`config.mk`:
```
export PLATFORM = sky130hd
export DESIGN_NAME = acc_compare_ctrl
export DESIGN_NICKNAME = d
export VERILOG_FILES = /design/src/design/acc_pkg.sv /design/src/design/acc_evt_if.sv /design/src/design/acc_sync.sv /design/src/design/acc_edge_detect.sv /design/src/design/acc_compare_ctrl.sv
export VERILOG_INCLUDE_DIRS = /design/src /design/src/design
export SDC_FILE = /design/constraint.sdc
export NUM_CORES = 1
export LEC_CHECK = 0
export ABC_AREA = 0
export BUFFER_PORTS_ARGS = -buffer_cell sky130_fd_sc_hd__buf_2
export CAP_MARGIN = 20
export CORE_ASPECT_RATIO = 1.4
export CORE_MARGIN = 2
export CORE_UTILIZATION = 44
export CTS_CLUSTER_DIAMETER = 30
export DETAILED_ROUTE_END_ITERATION = 12
export GPL_TIMING_DRIVEN = 0
export PLACE_DENSITY = 0.83
export SETUP_SLACK_MARGIN = 0.1
export SYNTH_ARGS = -nofsm -noshare
export SYNTH_HDL_FRONTEND = slang
export SYNTH_HIERARCHICAL = 1
export SYNTH_SLANG_ARGS = --single-unit
```
`constraint.sdc`:
```
create_clock -name clk_i -period 2.7 [get_ports clk_i]
set_input_delay 0.27 -clock clk_i [delete_from_list [all_inputs] [get_ports clk_i]]
set_output_delay 0.27 -clock clk_i [all_outputs]
set_load 0.005 [all_outputs]
```
`src/design/acc_params.svh`:
```
// Register offsets, field positions, reset values and levels of the comparator control
`ifndef ACC_PARAMS_SVH
`define ACC_PARAMS_SVH

// Register bus geometry and register offsets
`define ACC_ADDR_W 4
`define ACC_DATA_W 8
`define ACC_OFS_CTRL_B 4'h0
`define ACC_OFS_CSR 4'h1
`define ACC_OFS_DIS0 4'h2

// Reset values
`define ACC_RST_CTRL_B 8'h00
`define ACC_RST_CSR 8'h00
`define ACC_RST_DIS0 8'h00

// Comparator control and status fields
`define ACC_CSR_POWER_OFF 7
`define ACC_CSR_INT_REF 6
`define ACC_CSR_RESULT 5
`define ACC_CSR_FLAG 4
`define ACC_CSR_IRQ_EN 3
`define ACC_CSR_CAPTURE 2
`define ACC_CSR_EDGE_HI 1
`define ACC_CSR_EDGE_LO 0

// Converter control B fields
`define ACC_CTB_MUX_EN 6
`define ACC_CTB_DIV_HI 5
`define ACC_CTB_DIV_LO 4
`define ACC_CTB_TRIG_HI 2
`define ACC_CTB_TRIG_LO 0

// Input buffer disable fields
`define ACC_DIS_POS 7
`define ACC_DIS_NEG 6

// Analog levels in millivolts, channel count and highest legal channel code
`define ACC_LEVEL_W 12
`define ACC_NUM_CHAN 11
`define ACC_CHAN_MAX 5'h0A
`define ACC_REF_FULL_MV 12'hA00
`define ACC_REF_SRC_INT 2'h3
`define ACC_LEVEL_ZERO 12'h000

`endif

```
`src/design/acc_pkg.sv`:
```
// Types shared by the comparator control modules
package acc_pkg;

    // Event selection of the two-bit edge select field
    typedef enum logic [1:0] {
        ACC_EDGE_TOGGLE = 2'h0,
        ACC_EDGE_RSVD = 2'h1,
        ACC_EDGE_FALL = 2'h2,
        ACC_EDGE_RISE = 2'h3
    } acc_edge_mode_t;

endpackage : acc_pkg

```
`src/design/acc_evt_if.sv`:
```
// Carrier between the control core and the edge detector
`timescale 1ns/1ps

interface acc_evt_if;
    logic result;
    acc_pkg::acc_edge_mode_t mode;
    logic hit;

    // Core drives result and mode, detector answers with a hit
    modport src (output result, output mode, input hit);
    modport det (input result, input mode, output hit);
endinterface : acc_evt_if

```
`src/design/acc_sync.sv`:
```
// Two flip-flop synchroniser for asynchronous levels
`timescale 1ns/1ps

module acc_sync #(
    parameter int W = 1
) (
    input wire logic clk_i,
    input wire logic rst_n_i,
    input wire logic [W-1:0] async_i,
    output logic [W-1:0] sync_o
);
    logic [W-1:0] meta_reg;

    // First stage is read only by the second stage
    always_ff @(posedge clk_i)
    begin
        if (!rst_n_i)
        begin
            meta_reg <= '0;
            sync_o <= '0;
        end
        else
        begin
            meta_reg <= async_i;
            sync_o <= meta_reg;
        end
    end
endmodule : acc_sync

```
`src/design/acc_edge_detect.sv`:
```
// Edge detector on the synchronised comparator result
`timescale 1ns/1ps

module acc_edge_detect (
    input wire logic clk_i,
    input wire logic rst_n_i,
    acc_evt_if.det evt
);
    logic prev_reg;

    // Previous result, sampled every clock
    always_ff @(posedge clk_i)
    begin
        if (!rst_n_i)
            prev_reg <= 1'b0;
        else
            prev_reg <= evt.result; // RQ20
    end

    // Match the transition against the selected mode
    always_comb
    begin
        case (evt.mode)
            acc_pkg::ACC_EDGE_TOGGLE: evt.hit = evt.result ^ prev_reg; // RQ3
            acc_pkg::ACC_EDGE_FALL: evt.hit = prev_reg & ~evt.result; // RQ3
            acc_pkg::ACC_EDGE_RISE: evt.hit = ~prev_reg & evt.result; // RQ3
            default: evt.hit = 1'b0; // RQ20
        endcase
    end
endmodule : acc_edge_detect

```
`src/design/acc_compare_ctrl.sv`:
```
// Control and status logic around the analog voltage comparator
//
// Overview of operation
// RQ1 - Raw result high when positive exceeds negative
// RQ2 - Result bit passes a two-stage synchroniser
// RQ3 - Edge field: toggle, reserved, falling, rising
// RQ4 - Matching transition sets event flag bit 4
// RQ5 - Vector execution clears the event flag
// RQ6 - Writing one clears flag, zero keeps it
// RQ7 - Interrupt needs flag, enable bit 3, global enable
// RQ8 - Power-off bit 7 stops comparator, zero restarts
// RQ9 - Software disables interrupt before power change
// RQ10 - Software disables interrupt before edge change
// RQ11 - Capture bit 2 routes result to timer capture
// RQ12 - Software also enables the timer capture interrupt
// RQ13 - Reference select bit 6 replaces negative input
// RQ14 - Divider bits 5 and 4 pick reference level
// RQ15 - Internal source gives full, half, quarter, eighth
// RQ16 - Mux enable with converter off picks channel
// RQ17 - Otherwise the dedicated positive pin is used
// RQ18 - Channel codes 0 to 10 select inputs
// RQ19 - Input disable bits force port reads zero
// RQ20 - Edge detector compares current and previous result
// RQ21 - Powered-off comparator holds its result constant
`timescale 1ns/1ps
`include "acc_params.svh"

module acc_compare_ctrl (
    input wire logic clk_i,
    input wire logic rst_n_i,
    // Register port
    input wire logic [`ACC_ADDR_W-1:0] addr_i,
    input wire logic [`ACC_DATA_W-1:0] wr_data_i,
    input wire logic wr_en_i,
    input wire logic rd_en_i,
    output logic [`ACC_DATA_W-1:0] rd_data_o,
    // Converter and processor context
    input wire logic converter_enable_i,
    input wire logic [4:0] channel_select_i,
    input wire logic [1:0] ref_source_select_i,
    input wire logic cpu_global_irq_enable_i,
    input wire logic irq_vector_ack_i,
    // Analog levels in millivolts
    input wire logic [`ACC_LEVEL_W-1:0] pos_pin_level_i,
    input wire logic [`ACC_LEVEL_W-1:0] neg_pin_level_i,
    input wire logic [`ACC_NUM_CHAN*`ACC_LEVEL_W-1:0] chan_level_i,
    // Digital levels of the comparator pins
    input wire logic pos_pin_i,
    input wire logic neg_pin_i,
    // Outputs
    output logic irq_o,
    output logic capture_src_o,
    output logic cmp_power_off_o,
    output logic cmp_event_flag_o,
    output logic [2:0] auto_trigger_select_o,
    output logic pos_pin_read_o,
    output logic neg_pin_read_o
);
    // Register storage
    logic power_off_reg;
    logic int_ref_reg;
    logic flag_reg;
    logic irq_en_reg;
    logic capture_reg;
    logic [1:0] edge_sel_reg;
    logic mux_en_reg;
    logic [1:0] ref_div_reg;
    logic [2:0] trig_sel_reg;
    logic [`ACC_DATA_W-1:0] dis0_reg;
    logic result_reg;

    // Reset images of the control and status register and converter control B, so fields can be picked by position
    localparam logic [`ACC_DATA_W-1:0] csr_rst_val = `ACC_RST_CSR;
    localparam logic [`ACC_DATA_W-1:0] ctb_rst_val = `ACC_RST_CTRL_B;

    // Combinational terms
    logic [`ACC_LEVEL_W-1:0] chan_arr [0:`ACC_NUM_CHAN-1];
    logic [`ACC_LEVEL_W-1:0] pos_level;
    logic [`ACC_LEVEL_W-1:0] neg_level;
    logic [`ACC_LEVEL_W-1:0] ref_level;
    logic neg_valid;
    logic raw_cmp;
    logic [2:0] sync_out;
    logic sel_csr;
    logic sel_ctb;
    logic sel_dis;
    logic flag_clear;
    logic [`ACC_DATA_W-1:0] rd_next;

    acc_evt_if evt_bus ();

    // Unpack the channel level vector
    genvar gi;
    generate
        for (gi = 0; gi < `ACC_NUM_CHAN; gi++)
        begin : g_chan
            assign chan_arr[gi] = chan_level_i[gi*`ACC_LEVEL_W +: `ACC_LEVEL_W];
        end
    endgenerate

    // Positive input selection
    always_comb
    begin
        pos_level = pos_pin_level_i; // RQ17
        if (mux_en_reg && !converter_enable_i) // RQ16
        begin
            if (channel_select_i <= `ACC_CHAN_MAX)
                pos_level = chan_arr[channel_select_i[3:0]]; // RQ18
            else
                pos_level = `ACC_LEVEL_ZERO;
        end
    end

    // Internal reference scaled by the divider code
    assign ref_level = `ACC_REF_FULL_MV >> ref_div_reg; // RQ14 RQ15

    // Negative input selection; reserved source settings disable the compare
    always_comb
    begin
        neg_level = neg_pin_level_i;
        neg_valid = 1'b1;
        if (int_ref_reg) // RQ13
        begin
            if (ref_source_select_i == `ACC_REF_SRC_INT) // RQ15
                neg_level = ref_level;
            else
            begin
                neg_level = `ACC_LEVEL_ZERO;
                neg_valid = 1'b0;
            end
        end
    end

    // Comparator proper: behaves as the analog stage ahead of the synchroniser
    assign raw_cmp = !power_off_reg && neg_valid && (pos_level > neg_level); // RQ1

    // Synchronise the comparator output and both pin levels
    acc_sync #(
        .W(3)
    ) u_sync (
        .clk_i(clk_i),
        .rst_n_i(rst_n_i),
        .async_i({neg_pin_i, pos_pin_i, raw_cmp}),
        .sync_o(sync_out)
    );

    // Result register follows the synchroniser unless powered off
    always_ff @(posedge clk_i)
    begin
        if (!rst_n_i)
            result_reg <= 1'b0;
        else if (!power_off_reg)
            result_reg <= sync_out[0]; // RQ2
        else
            result_reg <= result_reg; // RQ21
    end

    // Edge detection on the synchronised result
    assign evt_bus.result = result_reg;
    assign evt_bus.mode = acc_pkg::acc_edge_mode_t'(edge_sel_reg);

    acc_edge_detect u_edge (
        .clk_i(clk_i),
        .rst_n_i(rst_n_i),
        .evt(evt_bus)
    );

    // Address decode
    assign sel_csr = (addr_i == `ACC_OFS_CSR);
    assign sel_ctb = (addr_i == `ACC_OFS_CTRL_B);
    assign sel_dis = (addr_i == `ACC_OFS_DIS0);
    assign flag_clear = (wr_en_i && sel_csr && wr_data_i[`ACC_CSR_FLAG]) // RQ6
        || irq_vector_ack_i; // RQ5

    // Event flag: a new event wins over a clear in the same cycle
    always_ff @(posedge clk_i)
    begin
        if (!rst_n_i)
            flag_reg <= 1'b0;
        else if (evt_bus.hit)
            flag_reg <= 1'b1; // RQ4
        else if (flag_clear)
            flag_reg <= 1'b0; // RQ5 RQ6
    end

    // Power-off bit; may change at any time, so software masks the interrupt first
    always_ff @(posedge clk_i)
    begin
        if (!rst_n_i)
            power_off_reg <= csr_rst_val[`ACC_CSR_POWER_OFF];
        else if (wr_en_i && sel_csr)
            power_off_reg <= wr_data_i[`ACC_CSR_POWER_OFF]; // RQ8
    end

    // Internal reference select for the negative input
    always_ff @(posedge clk_i)
    begin
        if (!rst_n_i)
            int_ref_reg <= csr_rst_val[`ACC_CSR_INT_REF];
        else if (wr_en_i && sel_csr)
            int_ref_reg <= wr_data_i[`ACC_CSR_INT_REF]; // RQ13
    end

    // Comparator interrupt enable
    always_ff @(posedge clk_i)
    begin
        if (!rst_n_i)
            irq_en_reg <= csr_rst_val[`ACC_CSR_IRQ_EN];
        else if (wr_en_i && sel_csr)
            irq_en_reg <= wr_data_i[`ACC_CSR_IRQ_EN]; // RQ7
    end

    // Routing of the result toward the timer capture front end
    always_ff @(posedge clk_i)
    begin
        if (!rst_n_i)
            capture_reg <= csr_rst_val[`ACC_CSR_CAPTURE];
        else if (wr_en_i && sel_csr)
            capture_reg <= wr_data_i[`ACC_CSR_CAPTURE]; // RQ11
    end

    // Edge select; a change may raise a stray event, so software masks first
    always_ff @(posedge clk_i)
    begin
        if (!rst_n_i)
            edge_sel_reg <= csr_rst_val[`ACC_CSR_EDGE_HI:`ACC_CSR_EDGE_LO];
        else if (wr_en_i && sel_csr)
            edge_sel_reg <= wr_data_i[`ACC_CSR_EDGE_HI:`ACC_CSR_EDGE_LO]; // RQ3
    end

    // Positive multiplexer enable; bits 7 and 3 of this register read zero
    always_ff @(posedge clk_i)
    begin
        if (!rst_n_i)
            mux_en_reg <= ctb_rst_val[`ACC_CTB_MUX_EN];
        else if (wr_en_i && sel_ctb)
            mux_en_reg <= wr_data_i[`ACC_CTB_MUX_EN]; // RQ16
    end

    // Internal reference divider code
    always_ff @(posedge clk_i)
    begin
        if (!rst_n_i)
            ref_div_reg <= ctb_rst_val[`ACC_CTB_DIV_HI:`ACC_CTB_DIV_LO];
        else if (wr_en_i && sel_ctb)
            ref_div_reg <= wr_data_i[`ACC_CTB_DIV_HI:`ACC_CTB_DIV_LO]; // RQ14
    end

    // Auto trigger source, handed on to the converter
    always_ff @(posedge clk_i)
    begin
        if (!rst_n_i)
            trig_sel_reg <= ctb_rst_val[`ACC_CTB_TRIG_HI:`ACC_CTB_TRIG_LO];
        else if (wr_en_i && sel_ctb)
            trig_sel_reg <= wr_data_i[`ACC_CTB_TRIG_HI:`ACC_CTB_TRIG_LO];
    end

    // Input buffer disable register
    always_ff @(posedge clk_i)
    begin
        if (!rst_n_i)
            dis0_reg <= `ACC_RST_DIS0;
        else if (wr_en_i && sel_dis)
            dis0_reg <= wr_data_i;
    end

    // Read multiplexer; unmapped addresses read zero
    always_comb
    begin
        rd_next = 8'h00;
        case (addr_i)
            `ACC_OFS_CSR:
            begin
                rd_next[`ACC_CSR_POWER_OFF] = power_off_reg;
                rd_next[`ACC_CSR_INT_REF] = int_ref_reg;
                rd_next[`ACC_CSR_RESULT] = result_reg; // RQ2
                rd_next[`ACC_CSR_FLAG] = flag_reg;
                rd_next[`ACC_CSR_IRQ_EN] = irq_en_reg;
                rd_next[`ACC_CSR_CAPTURE] = capture_reg;
                rd_next[`ACC_CSR_EDGE_HI:`ACC_CSR_EDGE_LO] = edge_sel_reg;
            end
            `ACC_OFS_CTRL_B:
            begin
                rd_next[`ACC_CTB_MUX_EN] = mux_en_reg;
                rd_next[`ACC_CTB_DIV_HI:`ACC_CTB_DIV_LO] = ref_div_reg;
                rd_next[`ACC_CTB_TRIG_HI:`ACC_CTB_TRIG_LO] = trig_sel_reg;
            end
            `ACC_OFS_DIS0: rd_next = dis0_reg;
            default: rd_next = 8'h00;
        endcase
    end

    // Read data stands only in the cycle after the strobe
    always_ff @(posedge clk_i)
    begin
        if (!rst_n_i)
            rd_data_o <= 8'h00;
        else if (rd_en_i)
            rd_data_o <= rd_next;
        else
            rd_data_o <= 8'h00;
    end

    // Interrupt request gated by enable and global enable
    always_ff @(posedge clk_i)
    begin
        if (!rst_n_i)
            irq_o <= 1'b0;
        else
            irq_o <= flag_reg && irq_en_reg && cpu_global_irq_enable_i; // RQ7
    end

    // Result routed to the timer capture front end
    always_ff @(posedge clk_i)
    begin
        if (!rst_n_i)
            capture_src_o <= 1'b0;
        else
            capture_src_o <= capture_reg & result_reg; // RQ11
    end

    // Pin reads through the synchroniser, forced low when buffer is off
    always_ff @(posedge clk_i)
    begin
        if (!rst_n_i)
        begin
            pos_pin_read_o <= 1'b0;
            neg_pin_read_o <= 1'b0;
        end
        else
        begin
            pos_pin_read_o <= sync_out[1] & ~dis0_reg[`ACC_DIS_POS]; // RQ19
            neg_pin_read_o <= sync_out[2] & ~dis0_reg[`ACC_DIS_NEG]; // RQ19
        end
    end

    // Configuration and flag copies for the analog stage and the converter
    always_ff @(posedge clk_i)
    begin
        if (!rst_n_i)
        begin
            cmp_power_off_o <= 1'b0;
            cmp_event_flag_o <= 1'b0;
            auto_trigger_select_o <= 3'h0;
        end
        else
        begin
            cmp_power_off_o <= power_off_reg; // RQ8
            cmp_event_flag_o <= flag_reg;
            auto_trigger_select_o <= trig_sel_reg;
        end
    end

endmodule : acc_compare_ctrl

```
# Yosys cells after proc, flatten, opt, wreduce, memory -nomap -nowiden
# Index checks and enable logic that the tools add are counted.
# totals
word_cells	74
ff_bits	46
out_inout_bits	17
inputBits	184
# classes
n_bitwise	11
n_shift	1
n_mux	16
reduce_logical	16
eq_ne	5
n_lt_le_gt_ge	3
# op_table
op	n
two-way mux 12 bit	6
binary-select mux 12 bit (select 4 bit)	1
case mux 3 bit (3 select lines)	2
greater-than comparator 12 bit	1
>> shifter 12 x 2 -> 12 bit (first input constant)	1
logical AND 1 bit	9
equality test 2 bit (second input constant)	3
bitwise AND 1 bit	5
>= comparator 5 bit (second input constant)	1
less-or-equal comparator 5 x 4 -> 1 bit (second input constant)	1
inverter 4 -> 5 bit	1
equality test 4 x 1 -> 1 bit (second input constant)	1
equality test 4 x 2 -> 1 bit (second input constant)	1
zero test 4 bit	1
two-way mux 1 bit	4
inverter 1 bit	4
case mux 1 bit (2 select lines)	2
case mux 1 bit (3 select lines)	1
zero test 1 bit	2
zero test 2 bit	1
AND reduction 2 bit	1
nonzero test 2 bit	1
logical OR 1 bit	1
XOR 1 bit	1

# Longest topological paths before layout
# depth
word_depth	8
ltp_mapped	12
ltp_nobuf	10

# Hierarchy
# Netlist, hierarchy kept.
# modules_own_cells
mod	instances	cells_each	seq_area_each_um2	area_per_inst_um2
acc_compare_ctrl	1	310	780.7	3006.6
acc_sync	1	12	120.1	157.7
acc_edge_detect	1	10	20.0	96.3

# Worst setup path before layout
# OpenSTA, ideal clock, no wires.
# synth_timing
kind	input -> register
start	input channel_select_i[0]
end	register u_sync.meta_reg[0]
path_buffers	2
setup_time_ns	0.115
t_arrival_ns	2.268
stages	11
slack_ns	0.317
path_cell_list	buf_6 > buf_12 > mux4_2 > mux2i_1 > o221ai_1 > ha_1 > nand4_1 > nor3_1 > a221o_1 > a31oi_1 > and2_1
# synth_via
elab_chain_cells	8
# synth_rtl
element	line_no	rtl
from (decl)	acc_compare_ctrl.sv:39	input wire logic [4:0] channel_select_i,
inverter 4 -> 5 bit (implied by the code)	acc_compare_ctrl.sv:108	pos_level = chan_arr[channel_select_i[3:0]];
binary-select mux 12 bit (select 4 bit)	acc_compare_ctrl.sv:108	
two-way mux 12 bit (implied by the code) (2 in series)	acc_compare_ctrl.sv:108	
two-way mux 12 bit *	acc_compare_ctrl.sv:107	if (channel_select_i <= `ACC_CHAN_MAX)
two-way mux 12 bit *	acc_compare_ctrl.sv:105	if (mux_en_reg && !converter_enable_i)
greater-than comparator 12 bit *	acc_compare_ctrl.sv:135	assign raw_cmp = !power_off_reg && neg_valid && (pos_level > neg_level);
logical AND 1 bit *	acc_compare_ctrl.sv:135	
named net raw_cmp	acc_compare_ctrl.sv:82	logic raw_cmp;
to (signal assigned)	acc_sync.sv:24	meta_reg <= async_i;
to (decl)	acc_sync.sv:12	logic [W-1:0] meta_reg;
# Mark *: on every way through the listed nets, which the timed path passes. The rest lies on a longest branch. The select of a mux whose other input is x is not followed.
# A chain may end at the register's enable or synchronous reset.

# Final worst setup path
# layout_timing
start	register mux_en_reg
end	register u_sync.meta_reg[0]
# layout_via
elab_chain_cells	4
# layout_rtl
element	line_no	rtl
from (decl)	acc_compare_ctrl.sv:66	logic mux_en_reg;
from (signal assigned)	acc_compare_ctrl.sv:235	mux_en_reg <= ctb_rst_val[`ACC_CTB_MUX_EN];
from (signal assigned)	acc_compare_ctrl.sv:237	mux_en_reg <= wr_data_i[`ACC_CTB_MUX_EN];
logical AND 1 bit	acc_compare_ctrl.sv:105	
two-way mux 12 bit	acc_compare_ctrl.sv:105	
greater-than comparator 12 bit	acc_compare_ctrl.sv:135	
logical AND 1 bit	acc_compare_ctrl.sv:135	
named net raw_cmp	acc_compare_ctrl.sv:82	
# The timed path passes the listed nets, and every way through them passes these cells.

==> flow_metrics.tcl <==
set metrics [dict create \
    layout_common_cells "buf_2 (205), dfxtp_1 (46), mux2i_1 (39), nand2_1 (29), nor2_1 (25)" \
    grt_pass1_vias 3698 \
    synth_cells 332 \
    maxCapViolCount 0 \
    end_kind "register" \
    route.detailed.drc 0 \
    fp.dieArea_um2 8120 \
    io_buffers 198 \
    rsz0062_at_grt "false" \
    ios 201 \
    vias_per_cell 5.61 \
    synth_nets 530 \
    clkLatencyLatePin_ps 300 \
    clockPowerShare 0.354 \
    start_util 0.449 \
    cp.arrival_ps 2690 \
    grt-ovfl-total 0 \
    path_max_fanout 10 \
    synth_top_cell_area_share 0.282 \
    cp.required_ps 2940 \
    period_needed_ps 2440 \
    p_sw_w 0.000429 \
    cts_sinks 46 \
    gp_congestion 0.910 \
    antenna_found_initial 6 \
    p_seq_frac 0.398 \
    route.vias.total 3586 \
    first_pass_iters 4 \
    avgRoutedWirePerCell_um 18.6 \
    path_clk_slew_ps 80 \
    fin_crit_sh 0.905 \
    clockBufferDepth 2 \
    vdd_drop_max_mv 0.357 \
    synth-edff-count 0 \
    hpwl_um 10000 \
    placementRows 37 \
    startpoint_type "register" \
    synth_cell_types 40 \
    placeableCoreArea_um2 7270 \
    power_density_nw_per_um2 383 \
    yosysTopAreaCell "dfxtp_1" \
    n_fill_cell 612 \
    clock-skew-final_ps 8.92 \
    status "finished clean" \
    p_comb_frac 0.247 \
    routed_wl_um 11900 \
    layout_commonest_cell "buf_2" \
    worst_pin_slew_ps 510 \
    switching_share 0.245 \
    cts_tree "built" \
    drv_slew 0 \
    max-slew-margin-rel 0.659 \
    mappedNetlistArea_um2 3260 \
    drt_iter0_markers 161 \
    htree_levels 2 \
    grt_usage 0.295 \
    layout-drive-gt1-share 0.480 \
    synthTopCellsByArea "dfxtp_1 (28%), mux4_2 (16%), mux2i_1 (12%)" \
    synth-main-ff-cell "dfxtp_1" \
    p_int_w 0.00132 \
    synth_seq_cells 46 \
    syn_to_final_growth_pct 40.1 \
    final_util 0.629 \
    worst_hold_path_type "in2reg" \
    yosysSeqAreaShare 0.282 \
    finalSetupViolCount 0 \
    dieWidth_um 76.8 \
    fin_setup_tns_ps 0 \
    syn_avg_cell_area_um2 9.82 \
    timing.fmax_mhz 409 \
    die_h_um 106 \
    grt_max_degree 15 \
    cts-root-buf "clkbuf_8" \
    ant_nets 0 \
    finalHoldViolCount 0 \
    async_flop_share 0 \
    yosysWarnings 6 \
    final_nets 735 \
    p_leak_nw 2.23 \
    grt_first_pass_wirelength_um 18700 \
    cts_hold_buf 0 \
    critical_path_class "reg2reg" \
    numCtsBuffers 5 \
]
-- critical path, cell delays in order (launching register included) --
cell,delay (ps)
dfxtp_1,370
nand2b_1,130
or3_1,380
buf_4,200
o221ai_2,220
ha_1,280
nand4_1,130
nor3_2,70
a221o_1,300
a31oi_1,170
and2_1,140
-- metrics by stage --
stage          cell area [um2]  power, W  hold WS [ps]  cells  setup slack, ps
2_1_floorplan             3260  0.000933           392    332              317
3_3_place_gp              4370   0.00112           401    627            -79.8
3_5_place_dp              4370   0.00114           411    627             -137
4_1_cts                   4520   0.00175           163    635              116
5_1_grt                   4570   0.00183           164    638              103
6_report                  4570   0.00175           173    639              257
-- cell families after synthesis --
| group | count (synthesis) | share of synthesized area |
|---|---|---|
| and+or+nand+nor | 117 | 0.188 |
| buffers and inverters | 28 | 0.0426 |
| muxes | 68 | 0.304 |
| adders and majority gates | 14 | 0.0537 |
| AOI/OAI and AO/OA | 59 | 0.129 |
| DFF | 46 | 0.282 |
-- layer usage --
| metal | GRT usage | part of all wire |
|---|---|---|
| met4 | 0.157 | 0.043 |
| met5 | 0 | 0.0019 |
| met3 | 0.0950 | 0.11 |
| met1 | 0.330 | 0.35 |
| met2 | 0.494 | 0.49 |
-- cells in the mapped netlist (8+ instances only) --
library cell	n
and2_1	12
o221ai_1	11
clkbuf_1	12
mux4_2	23
nand3_1	10
buf_2	8
ha_1	14
a21oi_1	16
a21boi_1	8
dfxtp_1	46
nand2_1	29
nor2_1	25
nor2b_1	22
mux2i_1	39
-- area by class of cell --
cell class	count	area, um2	share of cell area
repair buffers	198	991	0.217
inverters	6	22.5	0.00493
multi-input cells	258	2230	0.488
clock buffers	6	82.6	0.0181
flip-flops and latches	46	921	0.202
plain buffers	22	129	0.0282
clock inverters	2	60.1	0.0131
diodes	4	10.0	0.00219
well taps	97	121	0.0266
-- final timing paths --
kind / startpoint / to / slack (ps) / cells after the start
worst max-delay path: mux_en_reg$_SDFFE_PN0P_ / u_sync/meta_reg[0]$_SDFF_PN0_ / 260 / 10
worst min-delay path: pos_pin_i / u_sync/meta_reg[1]$_SDFF_PN0_ / 170 / 2
worst max register to register: mux_en_reg$_SDFFE_PN0P_ / u_sync/meta_reg[0]$_SDFF_PN0_ / 260 / 10
worst min register to register: u_sync/sync_o[1]$_SDFF_PN0_ / pos_pin_read_o$_SDFF_PN0_ / 420 / 2
-- what timing repair did --
item                       in CTS  in global routing
resized for setup               0                 20
setup endpoints to repair       0                  1
setup buffers                   0                  0
-- power groups by stage --
| stage | clock [W] | sequential, W | combinational [W] |
|---|---|---|---|
| 3_5_place_dp | 0 | 0.000713 | 0.000424 |
| 3_3_place_gp | 0 | 0.000712 | 0.000409 |
| 2_1_floorplan | 0 | 0.000710 | 0.000223 |
| 6_report | 0.000621 | 0.000697 | 0.000433 |
| 5_1_grt | 0.000659 | 0.000699 | 0.000471 |
| 4_1_cts | 0.000630 | 0.000697 | 0.000426 |
No activity file was read; power rests on OpenSTA's default activity.
